### src/design/fpu_pkg.sv
// Package of constants and types for the flash program unlock and address block.
// How it works
// Flash erase pages are 4 KB, 1024 instruction words; page erase clears one page.
// Row program writes one 512-byte row of 128 instruction words.
// Unlock key register is write-only and always reads back as zero.
// Software writes the unlock key sequence before any flash modification.
// Bulk or chip erase ignores the flash target address completely.
// Page erase uses the target address to select the page.
// Row program uses the target address to select the row.
// Word program uses the target address to select the single word.
// Operations start only right after a correct key pair; one attempt re-locks. The arm here stays open through other writes until a start or key write.
package fpu_pkg;
	// ****************************************
	// Register map
	// ****************************************
	localparam logic [3:0] FPU_OFS_CTRL = 4'h0;
	localparam logic [3:0] FPU_OFS_KEY = 4'h4;
	localparam logic [3:0] FPU_OFS_ADDR = 4'h8;
	localparam logic [3:0] FPU_OFS_STAT = 4'hC;
	localparam logic [31:0] FPU_RST_ADDR = 32'h0000_0000;
	localparam logic [31:0] FPU_KEY1 = 32'hAA99_6655;
	localparam logic [31:0] FPU_KEY2 = 32'h5566_99AA;
	// Control field positions: bit 0 starts, bits 2:1 choose the operation.
	localparam int FPU_CTRL_GO_BIT = 0;
	localparam int FPU_CTRL_OP_LSB = 1;
	// Status field positions.
	localparam int FPU_STAT_BUSY_BIT = 0;
	localparam int FPU_STAT_UNLK_BIT = 1;
	localparam int FPU_STAT_ERR_BIT = 2;
	localparam int FPU_STAT_DONE_BIT = 3;
	// ****************************************
	// Flash geometry in bytes
	// ****************************************
	localparam int FPU_PAGE_BYTES = 4096;
	localparam int FPU_ROW_BYTES = 512;
	localparam int FPU_WORD_BYTES = 4;
	localparam int FPU_PAGE_WORDS = FPU_PAGE_BYTES / FPU_WORD_BYTES;
	localparam int FPU_ROW_WORDS = FPU_ROW_BYTES / FPU_WORD_BYTES;
	localparam logic [31:0] FPU_PAGE_MASK = ~(32'(FPU_PAGE_BYTES) - 32'h1);
	localparam logic [31:0] FPU_ROW_MASK = ~(32'(FPU_ROW_BYTES) - 32'h1);
	localparam logic [31:0] FPU_WORD_MASK = ~(32'(FPU_WORD_BYTES) - 32'h1);
	typedef enum logic [1:0] {
		FPU_OP_WORD = 2'b00,
		FPU_OP_ROW = 2'b01,
		FPU_OP_PAGE = 2'b10,
		FPU_OP_BULK = 2'b11
	} fpu_op_e;
	typedef struct packed {
		logic [3:0] addr;
		logic [31:0] wdata;
		logic wr;
		logic rd;
	} fpu_bus_s;
	typedef struct packed {
		logic valid;
		fpu_op_e op;
		logic [31:0] base;
		logic [10:0] words;
	} fpu_cmd_s;
endpackage

### src/design/fpu_key_lock.sv
// Unlock key sequence checker for the flash program block.
`timescale 1ns/1ps
module fpu_key_lock
	import fpu_pkg::*;
(
	input wire logic core_clk, // System clock.
	input wire logic resetn, // Asynchronous reset, active low.
	input wire logic key_wr, // Write strobe to the key register.
	input wire logic [31:0] key_data, // Key value written.
	input wire logic other_wr, // Any other register write.
	input wire logic attempt, // Operation start attempt.
	output logic unlocked // Armed for one attempt.
);
	typedef enum logic [1:0] {
		FPU_LK_IDLE = 2'b00,
		FPU_LK_HALF = 2'b01,
		FPU_LK_OPEN = 2'b10
	} fpu_lk_e;
	fpu_lk_e st_r, st_nxt;

	// ****************************************
	// Sequence tracking
	// ****************************************
	// A write to any other register between the two keys breaks the sequence, which keeps stray code from arming it.
	always_comb begin
		st_nxt = st_r;
		unique case (st_r)
			FPU_LK_IDLE: begin
				// key sequence start
				if (key_wr && key_data == FPU_KEY1) begin
					st_nxt = FPU_LK_HALF;
				end
			end
			FPU_LK_HALF: begin
				if (key_wr) begin
					st_nxt = (key_data == FPU_KEY2) ? FPU_LK_OPEN : FPU_LK_IDLE;
				end else if (other_wr) begin
					st_nxt = FPU_LK_IDLE;
				end
			end
			FPU_LK_OPEN: begin
				// re-lock after one attempt
				if (attempt || key_wr) begin
					st_nxt = FPU_LK_IDLE;
				end
			end
			default: st_nxt = FPU_LK_IDLE;
		endcase
	end

	always_ff @(posedge core_clk or negedge resetn) begin
		if (!resetn) begin
			st_r <= FPU_LK_IDLE;
		end else begin
			st_r <= st_nxt;
		end
	end

	assign unlocked = (st_r == FPU_LK_OPEN);
endmodule

### src/design/fpu_target_calc.sv
// Target region calculation from the flash address and operation kind.
`timescale 1ns/1ps
module fpu_target_calc
	import fpu_pkg::*;
(
	input wire fpu_op_e op, // Operation kind.
	input wire logic [31:0] addr, // Flash target address.
	output logic [31:0] base, // First byte address touched.
	output logic [10:0] words // Instruction words touched.
);
	always_comb begin
		unique case (op)
			FPU_OP_BULK: begin
				// address ignored
				base = 32'h0000_0000;
				words = 11'h000;
			end
			FPU_OP_PAGE: begin
				// page select
				base = addr & FPU_PAGE_MASK;
				// page of 1024 words
				words = 11'(FPU_PAGE_WORDS);
			end
			FPU_OP_ROW: begin
				// row select
				base = addr & FPU_ROW_MASK;
				// row of 128 words
				words = 11'(FPU_ROW_WORDS);
			end
			FPU_OP_WORD: begin
				// word select
				base = addr & FPU_WORD_MASK;
				words = 11'h001;
			end
		endcase
	end
endmodule

### src/design/fpu_top.sv
// Flash program unlock and target address register block.
//
// The strobed register port and the register offsets were left to the implementer.
`timescale 1ns/1ps
module fpu_top
	import fpu_pkg::*;
#(
	parameter int BUSY_CYCLES = 16
) (
	input wire logic core_clk, // System clock, 40 MHz.
	input wire logic resetn, // Asynchronous reset, active low.
	input wire logic [3:0] reg_addr, // Register byte address.
	input wire logic [31:0] reg_wdata, // Write data.
	input wire logic reg_wr, // Write strobe.
	input wire logic reg_rd, // Read strobe.
	output logic [31:0] reg_rdata, // Read data, one cycle after strobe.
	output fpu_cmd_s flash_cmd, // One-cycle operation request to the array.
	output logic flash_busy // Operation in progress.
);
	// The busy counter is 16 bits wide, so longer operations cannot be timed.
	if (BUSY_CYCLES < 1 || BUSY_CYCLES > 65535) begin : g_busy_range
		$error("BUSY_CYCLES out of range.");
	end

	fpu_bus_s bus;
	logic [31:0] addr_r, addr_nxt;
	logic [31:0] rdata_r, rdata_nxt;
	fpu_cmd_s cmd_r, cmd_nxt;
	logic busy_r, busy_nxt;
	logic err_r, err_nxt;
	logic done_r, done_nxt;
	logic [15:0] cnt_r, cnt_nxt;
	logic key_wr, ctrl_wr, go, unlocked;
	logic [31:0] t_base;
	logic [10:0] t_words;
	fpu_op_e op_sel;

	assign bus = '{addr: reg_addr, wdata: reg_wdata, wr: reg_wr, rd: reg_rd};
	assign key_wr = bus.wr && bus.addr == FPU_OFS_KEY;
	assign ctrl_wr = bus.wr && bus.addr == FPU_OFS_CTRL;
	assign go = ctrl_wr && bus.wdata[FPU_CTRL_GO_BIT];
	assign op_sel = fpu_op_e'(bus.wdata[FPU_CTRL_OP_LSB +: 2]);

	fpu_key_lock u_lock (
		.core_clk(core_clk),
		.resetn(resetn),
		.key_wr(key_wr),
		.key_data(bus.wdata),
		.other_wr(bus.wr && !key_wr),
		.attempt(go),
		.unlocked(unlocked)
	);

	fpu_target_calc u_calc (
		.op(op_sel),
		.addr(addr_r),
		.base(t_base),
		.words(t_words)
	);

	// ****************************************
	// Registers and operation launch
	// ****************************************
	always_comb begin
		addr_nxt = addr_r;
		cmd_nxt = '0;
		busy_nxt = busy_r;
		err_nxt = err_r;
		done_nxt = done_r;
		cnt_nxt = cnt_r;
		rdata_nxt = 32'h0000_0000;
		if (bus.wr && bus.addr == FPU_OFS_ADDR) begin
			addr_nxt = bus.wdata;
		end
		if (busy_r) begin
			if (cnt_r == 16'h0001) begin
				busy_nxt = 1'b0;
				done_nxt = 1'b1;
			end
			cnt_nxt = cnt_r - 16'h0001;
		end
		if (go) begin
			// start only when armed
			if (unlocked && !busy_r) begin
				cmd_nxt = '{valid: 1'b1, op: op_sel, base: t_base, words: t_words};
				busy_nxt = 1'b1;
				done_nxt = 1'b0;
				err_nxt = 1'b0;
				cnt_nxt = 16'(BUSY_CYCLES);
			end else begin
				err_nxt = 1'b1;
			end
		end
		if (bus.rd) begin
			unique case (bus.addr)
				FPU_OFS_ADDR: rdata_nxt = addr_r;
				FPU_OFS_STAT: begin
					rdata_nxt[FPU_STAT_BUSY_BIT] = busy_r;
					rdata_nxt[FPU_STAT_UNLK_BIT] = unlocked;
					rdata_nxt[FPU_STAT_ERR_BIT] = err_r;
					rdata_nxt[FPU_STAT_DONE_BIT] = done_r;
				end
				// key reads zero
				default: rdata_nxt = 32'h0000_0000;
			endcase
		end
	end

	always_ff @(posedge core_clk or negedge resetn) begin
		if (!resetn) begin
			addr_r <= FPU_RST_ADDR;
			rdata_r <= 32'h0000_0000;
			cmd_r <= '0;
			busy_r <= 1'b0;
			err_r <= 1'b0;
			done_r <= 1'b0;
			cnt_r <= 16'h0000;
		end else begin
			addr_r <= addr_nxt;
			rdata_r <= rdata_nxt;
			cmd_r <= cmd_nxt;
			busy_r <= busy_nxt;
			err_r <= err_nxt;
			done_r <= done_nxt;
			cnt_r <= cnt_nxt;
		end
	end

	assign reg_rdata = rdata_r;
	assign flash_cmd = cmd_r;
	assign flash_busy = busy_r;
endmodule

### config.mk
export PLATFORM = sky130hd
export DESIGN_NAME = fpu_top
export DESIGN_NICKNAME = d
export VERILOG_FILES = /design/src/design/fpu_pkg.sv /design/src/design/fpu_key_lock.sv /design/src/design/fpu_target_calc.sv /design/src/design/fpu_top.sv
export SDC_FILE = /design/constraint.sdc
export NUM_CORES = 1
export LEC_CHECK = 0
export BUFFER_PORTS_ARGS = -buffer_cell sky130_fd_sc_hd__buf_2
export CELL_PAD_IN_SITES_DETAIL_PLACEMENT = 1
export CELL_PAD_IN_SITES_GLOBAL_PLACEMENT = 1
export CORE_MARGIN = 2
export CORE_UTILIZATION = 42
export DETAILED_ROUTE_END_ITERATION = 16
export GPL_TIMING_DRIVEN = 0
export PLACE_DENSITY_LB_ADDON = 0.1
export REMOVE_ABC_BUFFERS = 1
export SYNTH_ARGS = -nofsm -noshare
export SYNTH_HDL_FRONTEND = slang
export SYNTH_SLANG_ARGS = --single-unit
### constraint.sdc
create_clock -name core_clk -period 1.85 [get_ports core_clk]
set_input_delay 0 -clock core_clk [delete_from_list [all_inputs] [get_ports core_clk]]
set_output_delay 0 -clock core_clk [all_outputs]
set_load 0.02 [all_outputs]
==> impl_metrics.json, run 1 <==
{
  "leakage_uw": 0.003256,
  "ys_warn_count": 0,
  "crit_path_start": "u_lock.st_r[0]",
  "wl_per_cell_um": 17.77,
  "yosysSeqAreaShare_pct": 63.94,
  "pwr-share-seq_pct": 42.8,
  "chipWidth_um": 110.2,
  "timing.rr.end": "u_lock.st_r[0]",
  "netlist_instances": 358,
  "fmax_mhz": 564.8,
  "power.total_uw": 6869,
  "setup_violations": 0,
  "syn_area_um2": 4736,
  "drv_slew": 0,
  "internal_power_uw": 5427,
  "synth_cell_types": 45,
  "port_buffers": 108,
  "irDropWorstVdd_v": 0.0005683,
  "finalCritPeriodShare_pct": 95.70,
  "dieArea_um2": 12140,
  "grt_max_degree": 86,
  "cts_sinks": 121,
  "maxSlewHeadroom_pct": 32.66,
  "switchingPower_uw": 1442,
  "clk_path_buf_depth": 2,
  "required_ns": 2.20,
  "outcome": "finished, final reports clean",
  "finalHoldViolCount": 0,
  "r2r_slack_ns": 0.08,
  "reg2reg_depth": 4,
  "clkPwrFrac_pct": 50.3,
  "htree_levels": 4,
  "synth_top_flop_cell": "dfrtp_1",
  "worstPathMaxFanout": 4,
  "num_vias": 3326,
  "critPathArrivalTime_ns": 2.12,
  "regArea_um2": 3029,
  "n_fill_cell": 1125,
  "drc": 0,
  "syn_to_final_growth_pct": 38.10,
  "finalNetCount": 559,
  "start_util_pct": 43.31,
  "num_rows": 38,
  "dr.pass1.iters": 4,
  "tns_ns": 0,
  "comb_power_share_pct": 6.9,
  "multi_input_area_um2": 1664,
  "drive_above_1_share_pct": 36.29,
  "cp-end-kind": "register",
  "wl_um": 11890,
  "antenna_found_initial": 0,
  "num_antenna_cells": 0,
  "boundaryPins": 119,
  "rsz0062_at_grt": "yes",
  "slowest_delay_ns": 0.57,
  "min_period_ns": 1.770,
  "fin_cells": 669,
  "grt-ovfl-total": 0,
  "min_to": "flash_cmd[7]",
  "routabilityCongestion": 0.7783,
  "tightest_slew_ns": 1.007,
  "first_global_vias": 3498,
  "die_h_um": 110.2,
  "grt_pass1_wl_um": 18600,
  "hold-path-cell-count": 2,
  "cts_root_buf": "clkbuf_16",
  "worstSetupPathType": "register to register",
  "hp-class": "input port to register",
  "fin_skew_ns": 0.005318,
  "track_usage_pct": 21.15,
  "crit_chain": "nor4bb_2 > nand3_1 > o32ai_2 > dlygate4sd3_1",
  "cts_tree": "built",
  "clkTransAtPathRegs_ns": 0.05,
  "p_per_area_nw_per_um2": 1050,
  "power.share.switching_pct": 21.00,
  "dp_cells": 597,
  "drtAntennaViolNets": 0,
  "max_cap_viol_count": 0,
  "hpwl_um": 7661,
  "syn_avg_cell_area_um2": 13.23,
  "clk-insertion-delay-late_ns": 0.41,
  "slowest_stage": "dlygate4sd3_1",
  "synth-edff-count": 0,
  "first_iter_violations": 115,
  "ys_seq_elements": 121,
  "cp-start-kind": "register",
  "core_area_um2": 10940,
  "fin_hold_ws_ns": 0.01499,
  "cts_made_buffers": 17,
  "utilization_pct": 59.81,
  "reg2reg_from": "u_lock.st_r[0]",
  "synthArstFlopShare_pct": 100.0,
  "viasPerCell": 4.972,
  "hp-start": "reg_wdata[1]"
}
## cells in the final DEF, fill, tap and decap left out, drive strengths merged, types with 5 or more instances in the layout
master	count
and2	61
buf	114
clkbuf	24
conb	10
dfrtp	121
dlygate4sd3	36
mux2	32
mux2i	5
nand2	8
nand3	9
nor2	29
nor3b	5
nor4	5
nor4bb	11
xnor2	5
xor2	9
## cell type report
| cell class | count | area share (%) |
|---|---|---|
| clock inverters | 8 | 2.181 |
| well taps | 140 | 2.678 |
| repair buffers | 151 | 15.82 |
| multi-input cells | 222 | 25.44 |
| flip-flops and latches | 121 | 46.32 |
| inverters | 4 | 0.2487 |
| clock buffers | 23 | 7.308 |
## layer usage
metal  global-route usage [%]  up-vias  part of all wire, %
met1                    25.55     1682                   42
met2                    35.76      106                   51
met4                    8.571        0                  2.1
met3                    5.938       24                  5.1
met5                        0        -                    0
li1                         -     1514                    -
## repair_timing
action / in CTS / in global routing
pin swaps: 0 / 1
setup endpoints to repair: 26 / 29
cloned: 1 / 0
gates resized for setup: 5 / 5
hold buffers: 36 / 0
buffers inserted: 0 / 4
hold endpoints to repair: 154 / 0
## worst max path at each step
stage,endpoint,slack [ns],cells after the start
finish,u_lock.st_r[0],0.08,4
global route,flash_cmd[17],-0.03,5
global placement,flash_cmd[34],-0.76,4
floorplan,flash_cmd[23],0.04,4
CTS,flash_cmd[24],0.02,4
detailed placement,flash_cmd[24],-0.30,4
## through the flow
step,setup WS [ns],instance area (um2)
final,0.07959,6540
after global routing,-0.03469,6540
after CTS,0.02021,6467
after detailed placement,-0.3047,5454
after global placement,-0.7573,5359
after floorplan,0.04373,4643
## worst max-delay path, delay by kind of cell, from the launching register on
kind                   cells  cell delay, ns
AO/OA/AOI/OAI              1            0.26
buffers and inverters      1            0.57
AND/OR/NAND/NOR            2            0.45
flip-flops                 1            0.43
## registers in the layout, indices dropped and copies added (netlist names)
| register | cells |
|---|---|
| cnt_r | 16 |
| flash_busy | 1 |
| err_r | 1 |
| done_r | 1 |
| reg_rdata | 32 |
| addr_r | 32 |
| flash_cmd | 36 |
| u_lock.st_r | 2 |
## Yosys cell counts (3+ instances only)
cell        n  share of area [%]
buf_4      10                1.6
inv_1       3               0.24
dfrtp_1   121                 64
nor4bb_1   11                2.3
nand2_1     8               0.63
nor3b_1     3               0.48
buf_2       7               0.74
nand4_1     4               0.53
xor2_1      9                1.7
mux2i_1     5                1.1
a21oi_1     3               0.32
xnor2_1     5               0.92
nor4_1      5               0.66
nand3_1     8               0.85
clkbuf_1    3               0.24
nor2_1     27                2.1
mux2_2     32                7.6
and2_1     61                8.1
## cells by family after synthesis
| family | share of synthesized area [%] |
|---|---|
| compound gates | 1.110 |
| xor+xnor | 2.589 |
| fa+ha+maj | 0.5283 |
| buf+inv | 2.985 |
| flops | 63.94 |
| mux | 8.666 |
| other cells | 0.07918 |
| simple gates | 20.11 |
## power by group through the flow
stage                     clock [uW]  sequential [uW]  combinational, uW
after floorplan                    0             2950                210
after global placement             0             2970                374
after detailed placement           0             2980                402
after CTS                       3520             2940                477
after global routing            3650             2970                521
final                           3450             2940                476
No activity file was read; power rests on OpenSTA's default activity.
==> run 2, diff against run 1 <==
--- a/config.mk
+++ b/config.mk
@@ -9,11 +9,12 @@
 export CELL_PAD_IN_SITES_DETAIL_PLACEMENT = 1
 export CELL_PAD_IN_SITES_GLOBAL_PLACEMENT = 1
 export CORE_MARGIN = 2
-export CORE_UTILIZATION = 42
+export CORE_UTILIZATION = 35
 export DETAILED_ROUTE_END_ITERATION = 16
 export GPL_TIMING_DRIVEN = 0
-export PLACE_DENSITY_LB_ADDON = 0.1
+export PLACE_DENSITY = 0.74
 export REMOVE_ABC_BUFFERS = 1
+export SKIP_LAST_GASP = 1
 export SYNTH_ARGS = -nofsm -noshare
 export SYNTH_HDL_FRONTEND = slang
 export SYNTH_SLANG_ARGS = --single-unit
==> run 2 against run 1 <==
Die area increased by 19%. Design area decreased by 0.19%. Flip-flop and latch count unchanged. Critical path type is now input port to register.
==> impl_metrics.json, run 2 (synthesized netlist as in run 1, its figures left out) <==
{
  "dr_wl_met3_um": 569,
  "clkPwrFrac_pct": 49.5,
  "timing.final.ws_setup_ns": 0.05436,
  "tightest_slew_ns": 0.9642,
  "cp-start-kind": "input port",
  "first_iter_violations": 139,
  "track_usage_pct": 17.13,
  "cp-end-kind": "register",
  "slowest_stage": "dlygate4sd3_1",
  "num_rows": 42,
  "leakage_uw": 0.003227,
  "wl_um": 11900,
  "finalCritPeriodShare_pct": 97.06,
  "clk-insertion-delay-late_ns": 0.41,
  "chipWidth_um": 120.3,
  "comb_power_share_pct": 6.9,
  "p_per_area_nw_per_um2": 1031,
  "antenna_found_initial": 1,
  "clkTransAtPathRegs_ns": 0.05,
  "worstSetupPathType": "input port to register",
  "utilization_pct": 49.29,
  "cts_tree": "built",
  "syn_to_final_growth_pct": 37.83,
  "switchingPower_uw": 1439,
  "pre_cts_ws_ns": -0.4392,
  "cts_sinks": 121,
  "drv_slew": 0,
  "wl_per_cell_um": 16.90,
  "grt_max_degree": 79,
  "cts_made_buffers": 17,
  "setup_violations": 0,
  "routed.top_layer": "met4",
  "crit_chain": "dlygate4sd3_1 > clkbuf_4 > nor4bb_1 > nand4b_1 > o32ai_2 > dlygate4sd3_1",
  "core_area_um2": 13240,
  "drc": 0,
  "finalHoldViolCount": 0,
  "first_global_vias": 3584,
  "largest_register_ffs": 36,
  "cts_root_buf": "clkbuf_16",
  "min_period_ns": 1.796,
  "required_ns": 2.19,
  "wl_met1_um": 5075,
  "fin_cells": 704,
  "internal_power_uw": 5292,
  "fin_skew_ns": 0.007954,
  "grt-ovfl-total": 0,
  "tns_ns": 0,
  "hp-class": "input port to register",
  "outcome": "finished, final reports clean",
  "fin_area_um2": 6528,
  "slowest_delay_ns": 0.58,
  "dp_cells": 634,
  "cpLargestDelayFamily": "buffers and inverters",
  "maxSlewHeadroom_pct": 35.52,
  "met2_wirelength_um": 6139,
  "final_cell_mix": "dfrtp_1, buf_2, and2_1, dlygate4sd3_1, mux2_2",
  "port_buffers": 108,
  "num_vias": 3258,
  "drive_above_1_share_pct": 36.24,
  "pwr-share-seq_pct": 43.6,
  "boundaryPins": 119,
  "dr.pass1.iters": 4,
  "rsz0062_at_grt": "no",
  "finalNetCount": 556,
  "routabilityCongestion": 0.7665,
  "dieArea_um2": 14480,
  "critPathArrivalTime_ns": 2.14,
  "layout_commonest_cell": "dfrtp_1",
  "crit_top_cell": "dlygate4sd3_1",
  "die_h_um": 120.3,
  "drtAntennaViolNets": 0,
  "fmax_mhz": 556.9,
  "clk_path_buf_depth": 2,
  "power.share.switching_pct": 21.38,
  "irDropWorstVdd_v": 0.0005779,
  "worstPathMaxFanout": 8,
  "place_area_um2": 5490,
  "grt_pass1_wl_um": 18690,
  "hpwl_um": 7825,
  "start_util_pct": 35.76,
  "max_cap_viol_count": 0,
  "n_fill_cell": 1397,
  "critical_path_buf_inv_count": 3,
  "htree_levels": 4,
  "viasPerCell": 4.628
}
-- run 2: tightest hold or removal path, stage by stage --
cell and delay, ns:
buf_2 0.12, nand3_1 0.19, nor2_1 0.08
-- run 2: final cells by class --
cell class | instances | area [um2] | share of cell area [%]
Tap cell | 176 | 220.2 | 3.374
Sequential cell | 121 | 3029 | 46.41
Timing Repair Buffer | 149 | 1007 | 15.43
Inverter | 4 | 16.27 | 0.2492
Clock inverter | 8 | 117.6 | 1.802
Antenna cell | 1 | 2.502 | 0.03834
Clock buffer | 24 | 481.7 | 7.380
Multi-Input combinational cell | 221 | 1653 | 25.32
-- run 2: stage by stage --
| stage | power, uW | hold slack, ns |
|---|---|---|
| after CTS | 6786 | 0.01927 |
| after detailed placement | 3380 | -0.04947 |
| final | 6731 | 0.03897 |
| after global routing | 6967 | 0.05871 |
| after global placement | 3342 | 0.1914 |
| after floorplan | 3161 | -0.2956 |
-- run 2: what timing repair did --
action                                  in CTS  in global routing
buffers inserted                             1                  0
endpoints found under the hold margin      158                  0
hold buffers                                36                  0
gates resized for setup                      4                  7
endpoints found under the setup margin      28                 21
-- run 2: per-layer routing --
layer | vias to the layer above | track usage [%]
met5 | - | 0
met4 | 0 | 5.305
met3 | 12 | 4.764
met2 | 89 | 30.08
met1 | 1647 | 20.43
li1 | 1510 | -
-- run 2: worst paths after layout --
kind | to | from | cells after the start | slack (ns)
hold / removal | reg_rdata[1] | reg_rd | 3 | 0.04
setup reg to reg | u_lock.st_r[0] | u_lock.st_r[0] | 4 | 0.12
min in group asynchronous | reg_rdata[31] | resetn | 2 | 0.09
setup / recovery | u_lock.st_r[0] | reg_wdata[2] | 6 | 0.05
max in group asynchronous | flash_busy | resetn | 3 | 1.03
hold reg to reg | done_r | done_r | 2 | 0.48
-- run 2: power groups by stage --
| stage | combinational, uW | clock [uW] | sequential [uW] |
|---|---|---|---|
| after CTS | 466 | 3380 | 2940 |
| final | 462 | 3330 | 2940 |
| after detailed placement | 402 | 0 | 2980 |
| after global placement | 376 | 0 | 2970 |
| after global routing | 507 | 3500 | 2960 |
| after floorplan | 210 | 0 | 2950 |
